## src/wwd_pkg.sv

```systemverilog
// Shared constants and types of the window watchdog.
package wwd_pkg;

	// Fixed timing counts, in oscillator cycles, and the kick counter width.
	localparam int POWER_UP_RESET_CYC  = 201;
	localparam int MODE_SWITCH_CYC     = 1112;
	localparam int SHORT_DISABLE_CYC   = 130;
	localparam int KICK_MAX_CYC        = 45;
	localparam int KICK_DEB_CYC        = 3;
	localparam int MODE_DEB_CYC        = 3;
	localparam int WAKE_DEB_CYC        = 96;
	localparam int KICK_CNT_W          = 6;
	localparam int TMO_LEAD_CYC        = 3;

	// Register map, byte addresses.
	localparam logic [7:0] STATUS_OFS  = 8'h00;
	localparam logic [7:0] CTRL_OFS    = 8'h04;

	// Status word field positions.
	localparam int STS_STATE_LSB       = 0;
	localparam int STS_PERMIT_BIT      = 4;
	localparam int STS_RST_BIT         = 5;
	localparam int STS_MODE_BIT        = 6;
	localparam int STS_KICK_BIT        = 7;
	localparam int STS_WAKE_BIT        = 8;
	localparam int STS_GOOD_LSB        = 9;
	localparam int STS_PIN_BIT         = 11;

	// Control word field positions.
	localparam int CTRL_FORCE_BIT      = 0;

	// Reset values and the full good-kick count.
	localparam logic       KICK_DB_RST = 1'b1;
	localparam logic       MODE_DB_RST = 1'b1;
	localparam logic       WAKE_DB_RST = 1'b0;
	localparam logic [1:0] GOOD_FULL   = 2'h3;

	// Bus responses.
	localparam logic [1:0] RESP_OKAY   = 2'h0;
	localparam logic [1:0] RESP_SLVERR = 2'h2;

	typedef enum logic [2:0] {
		ST_PWRUP,
		ST_MODE_SW,
		ST_RST,
		ST_SHORT_DIS,
		ST_SHORT_OPEN,
		ST_LONG_DIS,
		ST_LONG_OPEN
	} wd_state_t;

endpackage

```

## src/window_watchdog_fsm.sv

```systemverilog
// Window watchdog state machine with debouncers and an AXI4-Lite status port.
//
// Added by the designer: the AXI4-Lite slave port and the address map.
`timescale 1ns/1ps

module wwd_debounce #(
	parameter int   N    = 3,
	parameter logic INIT = 1'b0
) (
	input  wire logic clk,
	input  wire logic rstn,
	input  wire logic raw,
	output logic      level
);
	logic [7:0] cnt_ff;
	wire        differ = (raw != level);

	always_ff @(posedge clk) begin
		if (!rstn) begin
			cnt_ff <= 8'h00;
			level  <= INIT;
		end else if (!differ) begin
			cnt_ff <= 8'h00;
		end else if (cnt_ff == 8'(N - 1)) begin
			cnt_ff <= 8'h00;
			level  <= raw;
		end else begin
			cnt_ff <= cnt_ff + 8'h01;
		end
	end
endmodule

module window_watchdog_fsm
	import wwd_pkg::*;
#(
	parameter int SHORT_OPEN_CYC   = 250,
	parameter int LONG_DISABLE_CYC = 20000,
	parameter int LONG_OPEN_CYC    = 20000,
	parameter int RESET_PULSE_CYC  = 64,
	parameter int TMR_W            = 24
) (
	// Clock and supply reset
	input  wire logic        aclk,
	input  wire logic        aresetn,
	// AXI4-Lite write
	input  wire logic        awvalid,
	output logic             awready,
	input  wire logic [7:0]  awaddr,
	input  wire logic [2:0]  awprot,
	input  wire logic        wvalid,
	output logic             wready,
	input  wire logic [31:0] wdata,
	input  wire logic [3:0]  wstrb,
	output logic             bvalid,
	input  wire logic        bready,
	output logic [1:0]       bresp,
	// AXI4-Lite read
	input  wire logic        arvalid,
	output logic             arready,
	input  wire logic [7:0]  araddr,
	input  wire logic [2:0]  arprot,
	output logic             rvalid,
	input  wire logic        rready,
	output logic [31:0]      rdata,
	output logic [1:0]       rresp,
	// Controller pins
	input  wire logic        wake_pin,
	input  wire logic        kick_input,
	input  wire logic        mode_pin,
	output logic             safe_permit_out,
	input  wire logic        rst_pin_sense,
	output logic             rst_pin_drive,
	output logic             rst_pin_oe_n
);

	function automatic logic addr_is(input logic [7:0] a, input logic [7:0] ofs);
		addr_is = (a[7:2] == ofs[7:2]);
	endfunction

	function automatic logic [TMR_W-1:0] lim(input wd_state_t s);
		case (s)
			ST_PWRUP:      lim = TMR_W'(POWER_UP_RESET_CYC);
			ST_MODE_SW:    lim = TMR_W'(MODE_SWITCH_CYC);
			ST_RST:        lim = TMR_W'(RESET_PULSE_CYC);
			ST_SHORT_DIS:  lim = TMR_W'(SHORT_DISABLE_CYC);
			ST_SHORT_OPEN: lim = TMR_W'(SHORT_OPEN_CYC);
			ST_LONG_DIS:   lim = TMR_W'(LONG_DISABLE_CYC);
			ST_LONG_OPEN:  lim = TMR_W'(LONG_OPEN_CYC);
			default:       lim = TMR_W'(MODE_SWITCH_CYC);
		endcase
	endfunction

	wd_state_t             state_ff;
	wd_state_t             nxt_state;
	logic [TMR_W-1:0]      timer_ff;
	logic                  changed_ff;
	logic                  tmo_ff;
	logic                  kick_db;
	logic                  mode_db;
	logic                  wake_db;
	logic                  kick_prev_ff;
	logic                  wake_prev_ff;
	logic [KICK_CNT_W-1:0] low_cnt_ff;
	logic [KICK_CNT_W-1:0] nxt_low_cnt;
	logic [1:0]            good_ff;
	logic [1:0]            nxt_good;
	logic                  permit_ff;
	logic                  rst_oe_n_ff;
	logic                  force_ff;
	logic                  aw_got_ff;
	logic                  w_got_ff;
	logic [7:0]            awaddr_ff;
	logic [31:0]           wdata_ff;
	logic                  wstrb0_ff;
	logic                  bvalid_ff;
	logic [1:0]            bresp_ff;
	logic                  rvalid_ff;
	logic [31:0]           rdata_ff;
	logic [1:0]            rresp_ff;

	// Only the debounced levels feed the machine.
	wwd_debounce #(.N(KICK_DEB_CYC), .INIT(KICK_DB_RST)) u_kick_db (
		.clk   (aclk),
		.rstn  (aresetn),
		.raw   (kick_input),
		.level (kick_db)
	);
	wwd_debounce #(.N(MODE_DEB_CYC), .INIT(MODE_DB_RST)) u_mode_db (
		.clk   (aclk),
		.rstn  (aresetn),
		.raw   (mode_pin),
		.level (mode_db)
	);
	wwd_debounce #(.N(WAKE_DEB_CYC), .INIT(WAKE_DB_RST)) u_wake_db (
		.clk   (aclk),
		.rstn  (aresetn),
		.raw   (wake_pin),
		.level (wake_db)
	);

	// Input events.
	wire kick_valid = kick_db & ~kick_prev_ff;
	wire kick_fault = ~kick_db & (low_cnt_ff == KICK_CNT_W'(KICK_MAX_CYC));
	wire wake_ev    = wake_db ^ wake_prev_ff;
	wire in_long    = (state_ff == ST_LONG_DIS) || (state_ff == ST_LONG_OPEN);
	wire long_err   = force_ff | wake_ev | kick_fault;

	// The timer is cleared one cycle late, so the compare is masked in the first cycle of a new state.
	wire tmo_nxt = ~changed_ff & (timer_ff == lim(state_ff) - TMR_W'(TMO_LEAD_CYC));
	wire [TMR_W-1:0] nxt_timer = changed_ff ? '0 : timer_ff + TMR_W'(1);

	assign nxt_low_cnt = kick_db ? '0 :
		(low_cnt_ff > KICK_CNT_W'(KICK_MAX_CYC)) ? low_cnt_ff : low_cnt_ff + KICK_CNT_W'(1);

	always_comb begin
		nxt_state = state_ff;
		case (state_ff)
			ST_PWRUP: begin
				if (tmo_ff) nxt_state = ST_MODE_SW;
			end
			ST_MODE_SW: begin
				if (force_ff) nxt_state = ST_RST;
				else if (!mode_db) nxt_state = ST_SHORT_DIS;
				else if (tmo_ff) nxt_state = ST_RST;
			end
			ST_RST: begin
				if (tmo_ff) nxt_state = ST_MODE_SW;
			end
			ST_SHORT_DIS: begin
				if (force_ff | kick_valid | kick_fault) nxt_state = ST_RST;
				else if (mode_db) nxt_state = ST_LONG_DIS;
				else if (tmo_ff) nxt_state = ST_SHORT_OPEN;
			end
			ST_SHORT_OPEN: begin
				if (force_ff | kick_fault) nxt_state = ST_RST;
				else if (kick_valid) nxt_state = ST_SHORT_DIS;
				else if (mode_db) nxt_state = ST_LONG_DIS;
				else if (tmo_ff) nxt_state = ST_RST;
			end
			ST_LONG_DIS: begin
				if (long_err | kick_valid) nxt_state = ST_RST;
				else if (!mode_db) nxt_state = ST_SHORT_DIS;
				else if (tmo_ff) nxt_state = ST_LONG_OPEN;
			end
			ST_LONG_OPEN: begin
				if (long_err) nxt_state = ST_RST;
				else if (kick_valid) nxt_state = ST_LONG_DIS;
				else if (!mode_db) nxt_state = ST_SHORT_DIS;
				else if (tmo_ff) nxt_state = ST_RST;
			end
			default: nxt_state = ST_RST;
		endcase
	end

	// Good kicks count up to three; any error or the long window starts the count over.
	wire good_kick = (state_ff == ST_SHORT_OPEN) && (nxt_state == ST_SHORT_DIS);
	wire err_next  = (nxt_state == ST_RST);
	wire nxt_short = (nxt_state == ST_SHORT_DIS) || (nxt_state == ST_SHORT_OPEN);
	assign nxt_good = (err_next || in_long) ? 2'h0 :
		(good_kick && good_ff != GOOD_FULL) ? good_ff + 2'h1 : good_ff;
	wire nxt_permit   = (nxt_good == GOOD_FULL) && nxt_short;
	wire nxt_rst_oe_n = ~((nxt_state == ST_PWRUP) || err_next);

	// Supply reset puts every register to its start value and drives the reset pin.
	always_ff @(posedge aclk) begin
		if (!aresetn) begin
			state_ff     <= ST_PWRUP;
			timer_ff     <= '0;
			changed_ff   <= 1'b1;
			tmo_ff       <= 1'b0;
			kick_prev_ff <= KICK_DB_RST;
			wake_prev_ff <= WAKE_DB_RST;
			low_cnt_ff   <= '0;
			good_ff      <= 2'h0;
			permit_ff    <= 1'b0;
			rst_oe_n_ff  <= 1'b0;
		end else begin
			state_ff     <= nxt_state;
			timer_ff     <= nxt_timer;
			changed_ff   <= (nxt_state != state_ff);
			tmo_ff       <= tmo_nxt;
			kick_prev_ff <= kick_db;
			wake_prev_ff <= wake_db;
			low_cnt_ff   <= nxt_low_cnt;
			good_ff      <= nxt_good;
			permit_ff    <= nxt_permit;
			rst_oe_n_ff  <= nxt_rst_oe_n;
		end
	end

	// Open-drain reset: the pin only ever pulls low.
	assign rst_pin_drive   = 1'b0;
	assign rst_pin_oe_n    = rst_oe_n_ff;
	assign safe_permit_out = permit_ff;

	// Register bus. Write address and data may arrive in either order.
	wire aw_hs    = awvalid & awready;
	wire w_hs     = wvalid & wready;
	wire do_write = aw_got_ff & w_got_ff & ~bvalid_ff;
	wire wr_ctrl  = addr_is(awaddr_ff, CTRL_OFS);
	wire wr_hit   = wr_ctrl | addr_is(awaddr_ff, STATUS_OFS);
	wire ar_hs    = arvalid & arready;
	wire rd_hit   = addr_is(araddr, STATUS_OFS) | addr_is(araddr, CTRL_OFS);
	wire [31:0] status_word = {20'h00000, rst_pin_sense, good_ff, wake_db, kick_db, mode_db,
		~rst_oe_n_ff, permit_ff, 1'b0, state_ff};
	wire [31:0] rd_word = addr_is(araddr, STATUS_OFS) ? status_word : 32'h00000000;

	assign awready = ~aw_got_ff & ~bvalid_ff;
	assign wready  = ~w_got_ff & ~bvalid_ff;
	assign bvalid  = bvalid_ff;
	assign bresp   = bresp_ff;
	assign arready = ~rvalid_ff;
	assign rvalid  = rvalid_ff;
	assign rdata   = rdata_ff;
	assign rresp   = rresp_ff;

	always_ff @(posedge aclk) begin
		if (!aresetn) begin
			aw_got_ff <= 1'b0;
			w_got_ff  <= 1'b0;
			awaddr_ff <= 8'h00;
			wdata_ff  <= 32'h00000000;
			wstrb0_ff <= 1'b0;
			bvalid_ff <= 1'b0;
			bresp_ff  <= RESP_OKAY;
			force_ff  <= 1'b0;
		end else begin
			force_ff <= do_write & wr_ctrl & wstrb0_ff & wdata_ff[CTRL_FORCE_BIT];
			if (aw_hs) begin
				aw_got_ff <= 1'b1;
				awaddr_ff <= awaddr;
			end
			if (w_hs) begin
				w_got_ff  <= 1'b1;
				wdata_ff  <= wdata;
				wstrb0_ff <= wstrb[0];
			end
			if (do_write) begin
				aw_got_ff <= 1'b0;
				w_got_ff  <= 1'b0;
				bvalid_ff <= 1'b1;
				bresp_ff  <= wr_hit ? RESP_OKAY : RESP_SLVERR;
			end else if (bvalid_ff && bready) begin
				bvalid_ff <= 1'b0;
			end
		end
	end

	always_ff @(posedge aclk) begin
		if (!aresetn) begin
			rvalid_ff <= 1'b0;
			rdata_ff  <= 32'h00000000;
			rresp_ff  <= RESP_OKAY;
		end else if (ar_hs) begin
			rvalid_ff <= 1'b1;
			rdata_ff  <= rd_word;
			rresp_ff  <= rd_hit ? RESP_OKAY : RESP_SLVERR;
		end else if (rvalid_ff && rready) begin
			rvalid_ff <= 1'b0;
		end
	end
endmodule

```

## config.mk

```make
export PLATFORM = sky130hd
export DESIGN_NAME = window_watchdog_fsm
export DESIGN_NICKNAME = d
export VERILOG_FILES = /design/src/wwd_pkg.sv /design/src/window_watchdog_fsm.sv
export SDC_FILE = /design/constraint.sdc
export NUM_CORES = 1
export LEC_CHECK = 0
export ABC_AREA = 1
export BUFFER_PORTS_ARGS = -buffer_cell sky130_fd_sc_hd__buf_2
export CAP_MARGIN = 20
export CORE_ASPECT_RATIO = 2
export CORE_MARGIN = 2
export CORE_UTILIZATION = 55
export CTS_BUF_LIST = sky130_fd_sc_hd__clkbuf_16
export CTS_CLUSTER_DIAMETER = 60
export DETAILED_ROUTE_END_ITERATION = 8
export PLACE_DENSITY = 0.81
export SLEW_MARGIN = 20
export SYNTH_ARGS = -nofsm -noshare
export SYNTH_HDL_FRONTEND = slang
export SYNTH_HIERARCHICAL = 1
export SYNTH_SLANG_ARGS = --single-unit
```

## constraint.sdc

```tcl
create_clock -name aclk -period 2.76 [get_ports aclk]
set_input_delay 0.276 -clock aclk [delete_from_list [all_inputs] [get_ports aclk]]
set_output_delay 0.276 -clock aclk [all_outputs]
set_load 0.01 [all_outputs]
```

**Word-level counts from Yosys, hierarchy flattened**

Index checks and enable logic that the tools add are counted.
W data, S select, Z words.

- Register bits: 119
- Bits of input ports: 69
- Output and inout bits: 44
- Word-level logic and storage cells: 144

- $add $sub $neg: 7
- Order comparisons: 1
- Eq/ne operators: 22
- Muxes and demuxes: 26
- Bitwise logic cells: 35
- Reduce and logical (&&, ||, !) cells: 26

Operator list:

| kind | number |
|---|---|
| $pmux W15 S5 | 1 |
| $mux W3 | 15 |
| $add A24 B1 Y24 const B | 1 |
| $add A8 B1 Y8 const B | 3 |
| $eq A24 B24 Y1 | 1 |
| $sub A24 B2 Y24 const B | 1 |
| $pmux W3 S6 | 1 |
| $eq A8 B2 Y1 const B | 2 |
| $and A1 B1 Y1 | 13 |
| $not A1 Y1 | 13 |
| $eq A3 B2 Y1 const B | 4 |
| $eq A3 B3 Y1 const B | 4 |
| $eq A6 B1 Y1 const B | 2 |
| $logic_not A6 Y1 | 2 |
| $mux W12 | 1 |
| $reduce_or A2 Y1 | 5 |
| $reduce_or A3 Y1 | 3 |
| $eq A8 B7 Y1 const B | 1 |
| $mux W2 | 4 |
| $or A1 B1 Y1 | 8 |
| $add A6 B1 Y6 const B | 1 |
| $eq A6 B6 Y1 const B | 1 |
| $gt A6 B6 Y1 const B | 1 |
| $logic_not A3 Y1 | 2 |
| 12 further kinds | 27 |

**Depth between registers and ports, before layout**

Gate-level depths: netlist of the first run.

- Depth after elaboration: 13
- Depth in mapped cells: 17
- Gate-level depth less buffers: 17

**Cells and area by module**

The synthesis of the first run kept the hierarchy.

By module, submodules not included:

| module | times used | cells an instance | area each (um^2) | seq. area each (um^2) |
|---|---|---|---|---|
| window_watchdog_fsm | 1 | 508 | 3658.5 | 1341.3 |
| wwd_debounce (u_kick_db ...) | 2 | 75 | 510.5 | 180.2 |
| wwd_debounce (u_wake_db) | 1 | 58 | 412.9 | 180.2 |

**Worst setup path after synthesis of the first run**

Ideal clock, no wire load.

- Path kind: register -> register
- Start: register state_ff[2]
- End: register tmo_ff
- Setup time: 64 ps
- Arrival time: 1922 ps
- Required time: 2696 ps
- Slack: 774 ps
- Cell stages (with the launch flop): 14
- Buffers on the path: 1
- Period minus slack after synthesis: 1986 ps
- Cells stage by stage: dfxtp_1 > buf_2 > inv_2 > nor2_1 > inv_1 > nand2_1 > inv_1 > o21ai_0 > ha_1 > xnor2_1 > nor4_1 > nor4b_1 > nand3_1 > nor2_1

- Word-level cells in the longest chain between the ends: 6
- Elaborated cells on any way between the ends: 11
- Those cells by class: 1 x add/sub; 6 x eq/ne; 1 x mux; 1 x bitwise; 2 x reduce/logical

Ends and longest elaborated chain:

| element | line | text |
|---|---|---|
| from (decl) | window_watchdog_fsm.sv:93 | `wd_state_t state_ff;` |
| from (signal assigned) | window_watchdog_fsm.sv:218 | `state_ff <= nxt_state;` |
| $eq A3 B3 Y1 | window_watchdog_fsm.sv:81 | `case (s)` |
| $reduce_or A2 Y1 (no line) | -- |  |
| $pmux W15 S5 (*) | window_watchdog_fsm.sv:81 |  |
| $sub A24 B2 Y24 (*) | window_watchdog_fsm.sv:149 | `wire tmo_nxt = ~changed_ff & (timer_ff == lim(state_ff) - TMR_W'(TMO_LEAD_CYC));` |
| $eq A24 B24 Y1 (*) | window_watchdog_fsm.sv:149 |  |
| $and A1 B1 Y1 (*) | window_watchdog_fsm.sv:149 |  |
| to (signal assigned) | window_watchdog_fsm.sv:221 | `tmo_ff <= tmo_nxt;` |
| to (decl) | window_watchdog_fsm.sv:97 | `logic tmo_ff;` |

Mark *: on every way between the ends. The rest lies on a longest branch, timed or not.
A chain may end at the register's enable or synchronous reset.

**Worst setup path after layout of the first run**

- Start: register state_ff[1]
- End: register tmo_ff

The elaborated chain is that of the path after synthesis.

==> results.ini, run 1 <==
[final_layout]
drive_gt1_frac=0.173
multi_input_area_um2=2680
nFillCells=796
final-seq-area_um2=1880
fin_area_um2=5620
instances_no_fill=872
area_growth_pct=10.4
antennaDiodeCount=0
post-route-util=0.624
nets=845

[placement]
io_buffer_count=44
pre_cts_slack_ns=0.380
placed_cell_area_um2=5320
gp_congestion=0.911
dp_cells=856
place_hpwl_mm=8.66

[clock_tree]
cts_setup_buffers=0
cts_tree=done
clock-sinks=94
ctsHoldBuffers=0
clk_pin_slew_ns=0.07
cts_resized=0
htreeDepth=3
clock_latency_ns=0.34
clock-root-buffer=clkbuf_16
cts_buffers=9
cts_buffer_depth=2

[route]
drtAntennaViolNets=0
vias=4713
wl_mm=11.0
viasPerCell=5.40
wl_per_cell_um=12.6
drt_iter0_drc=218
drc=0
drtPass1Iterations=4

[synth]
syn_avg_cell_area_um2=7.11
yosys.area.top_type_share=0.370
synthTopCellsByArea=dfxtp_1 (37%), nand2_1 (10%), nor2_1 (8.8%)
netlist_area_um2=5090
synth_top_area_cell=dfxtp_1
yosysSeqAreaShare=0.370
synth_common_cells=nand2_1 (135), nor2_1 (120), dfxtp_1 (94), inv_1 (90), nand3_1 (45)
synth_seq_cells=94
synth_edf_count=0
synth_ff_type=dfxtp_1
postSynth.asyncResetShare=0
ys_warn_count=6
yosysUniqueCellTypes=53
synth.most_common_cell=nand2_1
synthCells=716

[sta]
hold_violations=0
whs_ns=0.172
setup_viol=0
tightest_slew_ns=0.652
rsz0062_at_grt=false
timing.fmax_mhz=437
fin_crit_ns=2.29
maxSlewViolCount=0
timing.slew.headroom=0.564
period_share=0.828
setup_tns_ns=0
worst_slack_ns=0.474
skew_ns=0.0105

[pwr]
leakagePower_nw=2.60
power_density_nw_per_um2=508
peakVddDrop_mv=0.311
p_total_mw=2.86

[grt]
grt_overflow_total=0
grt_usage=0.224
antenna_found_initial=0
grt_pass1_wl_mm=18.4
grt_max_degree=23
grt_pass1_vias=4573

[floorplan]
die_area_um2=10100
fp.dieW_um=72.0
core_um2=9010
io_pins=113
initial_core_util=0.565
die_y_um=140
rows=49

[worst_setup_path]
crit_type=register to register
critical_path.endpoint_type=register
critPathBufInv=3
arrival_ns=2.57
path_cells=clkinv_2 -> nand2_1 -> nor2_1 -> inv_1 -> nand2_1 -> inv_1 -> o21ai_0 -> ha_1 -> xnor2_1 -> nor4_1 -> nor4b_1 -> nand3_1 -> nor2_1
cp_slowest_stage_delay_ns=0.39
crit_slowest_cell=dfxtp_2
start_kind=register
cp.required_ns=3.04
critical-path-top-delay-family=simple AND/OR/NAND/NOR gates
crit_fanout=9

[run_status]
outcome=finished, final reports clean

[job]
drv_cap=0

[hold_path]
hold_class=input pin to register

## worst register-to-register path: stages (launching register included)
cell	delay [ns]
dfxtp_2	0.39
clkinv_2	0.11
nand2_1	0.07
nor2_1	0.22
inv_1	0.09
nand2_1	0.13
inv_1	0.07
o21ai_0	0.08
ha_1	0.27
xnor2_1	0.12
nor4_1	0.16
nor4b_1	0.30
nand3_1	0.11
nor2_1	0.11
## cells by family (layout without fill, tap and decap cells)
kind of cell | after synthesis | after routing | synth area share
flops | 94 | 94 | 0.370
xor+xnor | 6 | 6 | 0.0103
buf+inv | 134 | 165 | 0.122
other cells | 2 | 25 | 0.00147
compound gates | 91 | 91 | 0.110
mux | 1 | 1 | 0.00197
simple gates | 377 | 377 | 0.358
fa+ha+maj | 11 | 11 | 0.0270
## path summary, 6_finish.rpt
kind                    endpoint                 from  slack (ns)  cells after the start
max                       tmo_ff          state_ff[1]        0.47                     13
min                    rdata[11]        rst_pin_sense        0.17                      3
max reg2reg               tmo_ff          state_ff[1]        0.47                     13
min reg2reg  u_mode_db/cnt_ff[0]  u_mode_db/cnt_ff[0]        0.47                      1
## where the power goes
part	total, mW	switching [mW]	internal, mW
registers	1.41	0.0243	1.38
clock network	1.26	0.547	0.715
logic	0.185	0.121	0.0637
## state kept, by name, indices dropped and copies added (netlist names), 2 cells and up
register,cells
u_wake_db/cnt_ff,8
state_ff,3
good_ff,2
awaddr_ff,6
rdata,11
timer_ff,24
low_cnt_ff,6
u_kick_db/cnt_ff,8
u_mode_db/cnt_ff,8
## area by class of cell
cell class              instances  share of cell area
repair buffers                 48              0.0445
flip-flops and latches         94               0.335
well taps                     102              0.0227
clock buffers                   9              0.0400
clock inverters                 7              0.0138
multi-input cells             511               0.476
inverters                     101              0.0681
## layer usage
layer / GRT usage / routed length, µm / up-vias
met5: 0 / 0 / -
met4: 0.145 / 469 / 0
met3: 0.0324 / 374 / 37
met2: 0.438 / 6180 / 128
met1: 0.202 / 3980 / 2193
li1: - / - / 2355
## cells in the final DEF, fill, tap and decap left out, drive strengths merged, types with 2 or more instances in the layout
master and count:
nor3 13, xnor2 4, o21ai 30, ha 11, clkbuf 9, xor2 2, a31oi 3, dfxtp 94
o31ai 2, o21a 2, nand2 151, o22ai 2, o21bai 2, a211oi 2, nor3b 3, nand4 15
clkinv 3, a21oi 32, inv 104, nand3 50, a22oi 9, nor2 139, conb 25, nor4 3
buf 48
Power figures use the tool's default switching activity.
==> inputs of run 2 (changes only) <==
==> constraint.sdc (replaced) <==
create_clock -name aclk -period 2.3 [get_ports aclk]
set_input_delay 0.23 -clock aclk [delete_from_list [all_inputs] [get_ports aclk]]
set_output_delay 0.23 -clock aclk [all_outputs]
set_load 0.01 [all_outputs]
==> results.ini, run 2 (synthesized netlist as in run 1, its figures left out) <==
[run_status]
outcome=finished, final reports clean

[grt]
grt_max_degree=23  ; unchanged
grt_usage=0.233  ; +0.00821
grt_pass1_wl_mm=19.0  ; +3.3%
grt_overflow_total=0  ; unchanged
antenna_found_initial=0  ; unchanged
grt_pass1_vias=4722  ; +3.3%

[sta]
timing.fmax_mhz=481  ; +9.9%
fin_crit_ns=2.08  ; -0.207 ns
skew_ns=0.00829  ; -0.00225 ns
hold_violations=0  ; unchanged
period_share=0.904  ; +0.0758
setup_viol=0  ; unchanged
maxSlewViolCount=0  ; unchanged
worst_slack_ns=0.221  ; -0.253 ns

[final_layout]
final_cell_mix=nand2_1 (135), nor2_1 (119), dfxtp_1 (92), inv_1 (90), nand3_1 (45)
fin_area_um2=5670  ; +0.87%
post-route-util=0.629  ; +0.00541
multi_input_area_um2=2690  ; +0.51%
layout_commonest_cell=nand2_1
largest_register=timer_ff
area_growth_pct=11.4
instances_no_fill=879  ; +0.80%
drive_gt1_frac=0.183  ; +0.0100
nFillCells=792  ; -0.50%
nets=852  ; +0.83%
largest_reg_flops=24  ; unchanged
antennaDiodeCount=0  ; unchanged
final-seq-area_um2=1880  ; unchanged

[route]
wl_mm=11.3  ; +3.1%
vias=4698  ; -0.32%
drtAntennaViolNets=0  ; unchanged
wl_per_cell_um=12.9  ; +2.2%
drtPass1Iterations=7  ; +3
viasPerCell=5.34  ; -1.1%
drt_iter0_drc=199  ; -8.7%
drc=0  ; unchanged

[pwr]
power_density_nw_per_um2=588  ; +16%
leakagePower_nw=2.62  ; +1.0%
peakVddDrop_mv=0.348  ; +12%

[worst_setup_path]
crit_slowest_cell=dfxtp_1
crit_fanout=7  ; -2
start_kind=register
crit_type=register to register
cp.required_ns=2.53  ; -0.51 ns
critical_path.endpoint_type=register
cp_slowest_stage_delay_ns=0.48  ; +0.09 ns
critical-path-top-delay-family=simple AND/OR/NAND/NOR gates
critPathBufInv=1  ; -2
path_cells=ha_1 -> nand2_1 -> inv_2 -> nand2_4 -> nor4_4 -> nand3_2 -> nor2_4 -> nand2_4 -> nor2_8 -> nand2_1 -> o21ai_1 -> a21oi_1
arrival_ns=2.31  ; -0.26 ns

[clock_tree]
clk_pin_slew_ns=0.07  ; about the same
cts_setup_buffers=0  ; unchanged
cts_buffer_depth=2  ; unchanged
cts_tree=done
clock_latency_ns=0.34  ; about the same
cts_buffers=9  ; unchanged
htreeDepth=3  ; unchanged
clock-sinks=94  ; unchanged
clock-root-buffer=clkbuf_16

[floorplan]
core_um2=9010  ; unchanged
initial_core_util=0.565  ; unchanged
die_area_um2=10100  ; unchanged
die_y_um=140  ; unchanged
rows=49  ; unchanged
fp.dieW_um=72.0  ; unchanged
io_pins=113  ; unchanged

[placement]
pre_cts_slack_ns=0.133  ; -0.247 ns
gp_congestion=0.911  ; about the same
place_hpwl_mm=8.84  ; +2.0%
io_buffer_count=44  ; unchanged
placed_cell_area_um2=5370  ; +0.99%
dp_cells=863  ; +0.82%

[job]
drv_cap=0  ; unchanged

[hold_path]
hold_class=input pin to register

-- run 2: what timing repair did --
item,in CTS,in global routing
endpoints found under the setup margin,0,1
hold buffers,0,0
resized for setup,0,5
-- run 2: worst min-delay path: cells and delay by family --
family	cells	cell delay [ns]
and+or+nand+nor	1	0.08
buffers and inverters	1	0.07
AOI/OAI and AO/OA	1	0.06
-- run 2: layout make-up --
cell class,count,area share
multi-input cells,511,0.474
flip-flops and latches,94,0.332
inverters,101,0.0675
repair buffers,55,0.0534
clock buffers,9,0.0397
well taps,102,0.0225
clock inverters,7,0.0106
-- run 2: metrics by stage --
stage	power, mW	TNS [ns]	hold slack (ns)
after CTS	3.38	0	0.120
after global routing	3.48	-0.00225	0.150
final	3.33	0	0.131
after detailed placement	1.95	0	0.456
after global placement	1.94	0	0.440
after floorplan	1.91	0	0.315
-- run 2: where the power goes --
| part | switching (mW) | internal (mW) |
|---|---|---|
| Combinational | 0.148 | 0.0785 |
| Clock | 0.661 | 0.756 |
| Sequential | 0.0285 | 1.66 |
-- run 2: final timing paths --
| path | endpoint | slack (ns) | depth (start not counted) | start |
|---|---|---|---|---|
| max | timer_ff[18] | 0.22 | 12 | timer_ff[0] |
| min | rdata[11] | 0.13 | 3 | rst_pin_sense |
| max reg2reg | timer_ff[18] | 0.22 | 12 | timer_ff[0] |
| min reg2reg | u_wake_db/cnt_ff[0] | 0.47 | 1 | u_wake_db/cnt_ff[0] |
-- run 2: layer usage --
metal | share of wire | vias up | routed length (µm) | global-route usage
li1 | - | 2354 | - | -
met1 | 0.34 | 2165 | 3890 | 0.207
met2 | 0.59 | 138 | 6640 | 0.467
met3 | 0.035 | 41 | 394 | 0.0360
met4 | 0.037 | 0 | 421 | 0.126
met5 | 0 | - | 0 | 0
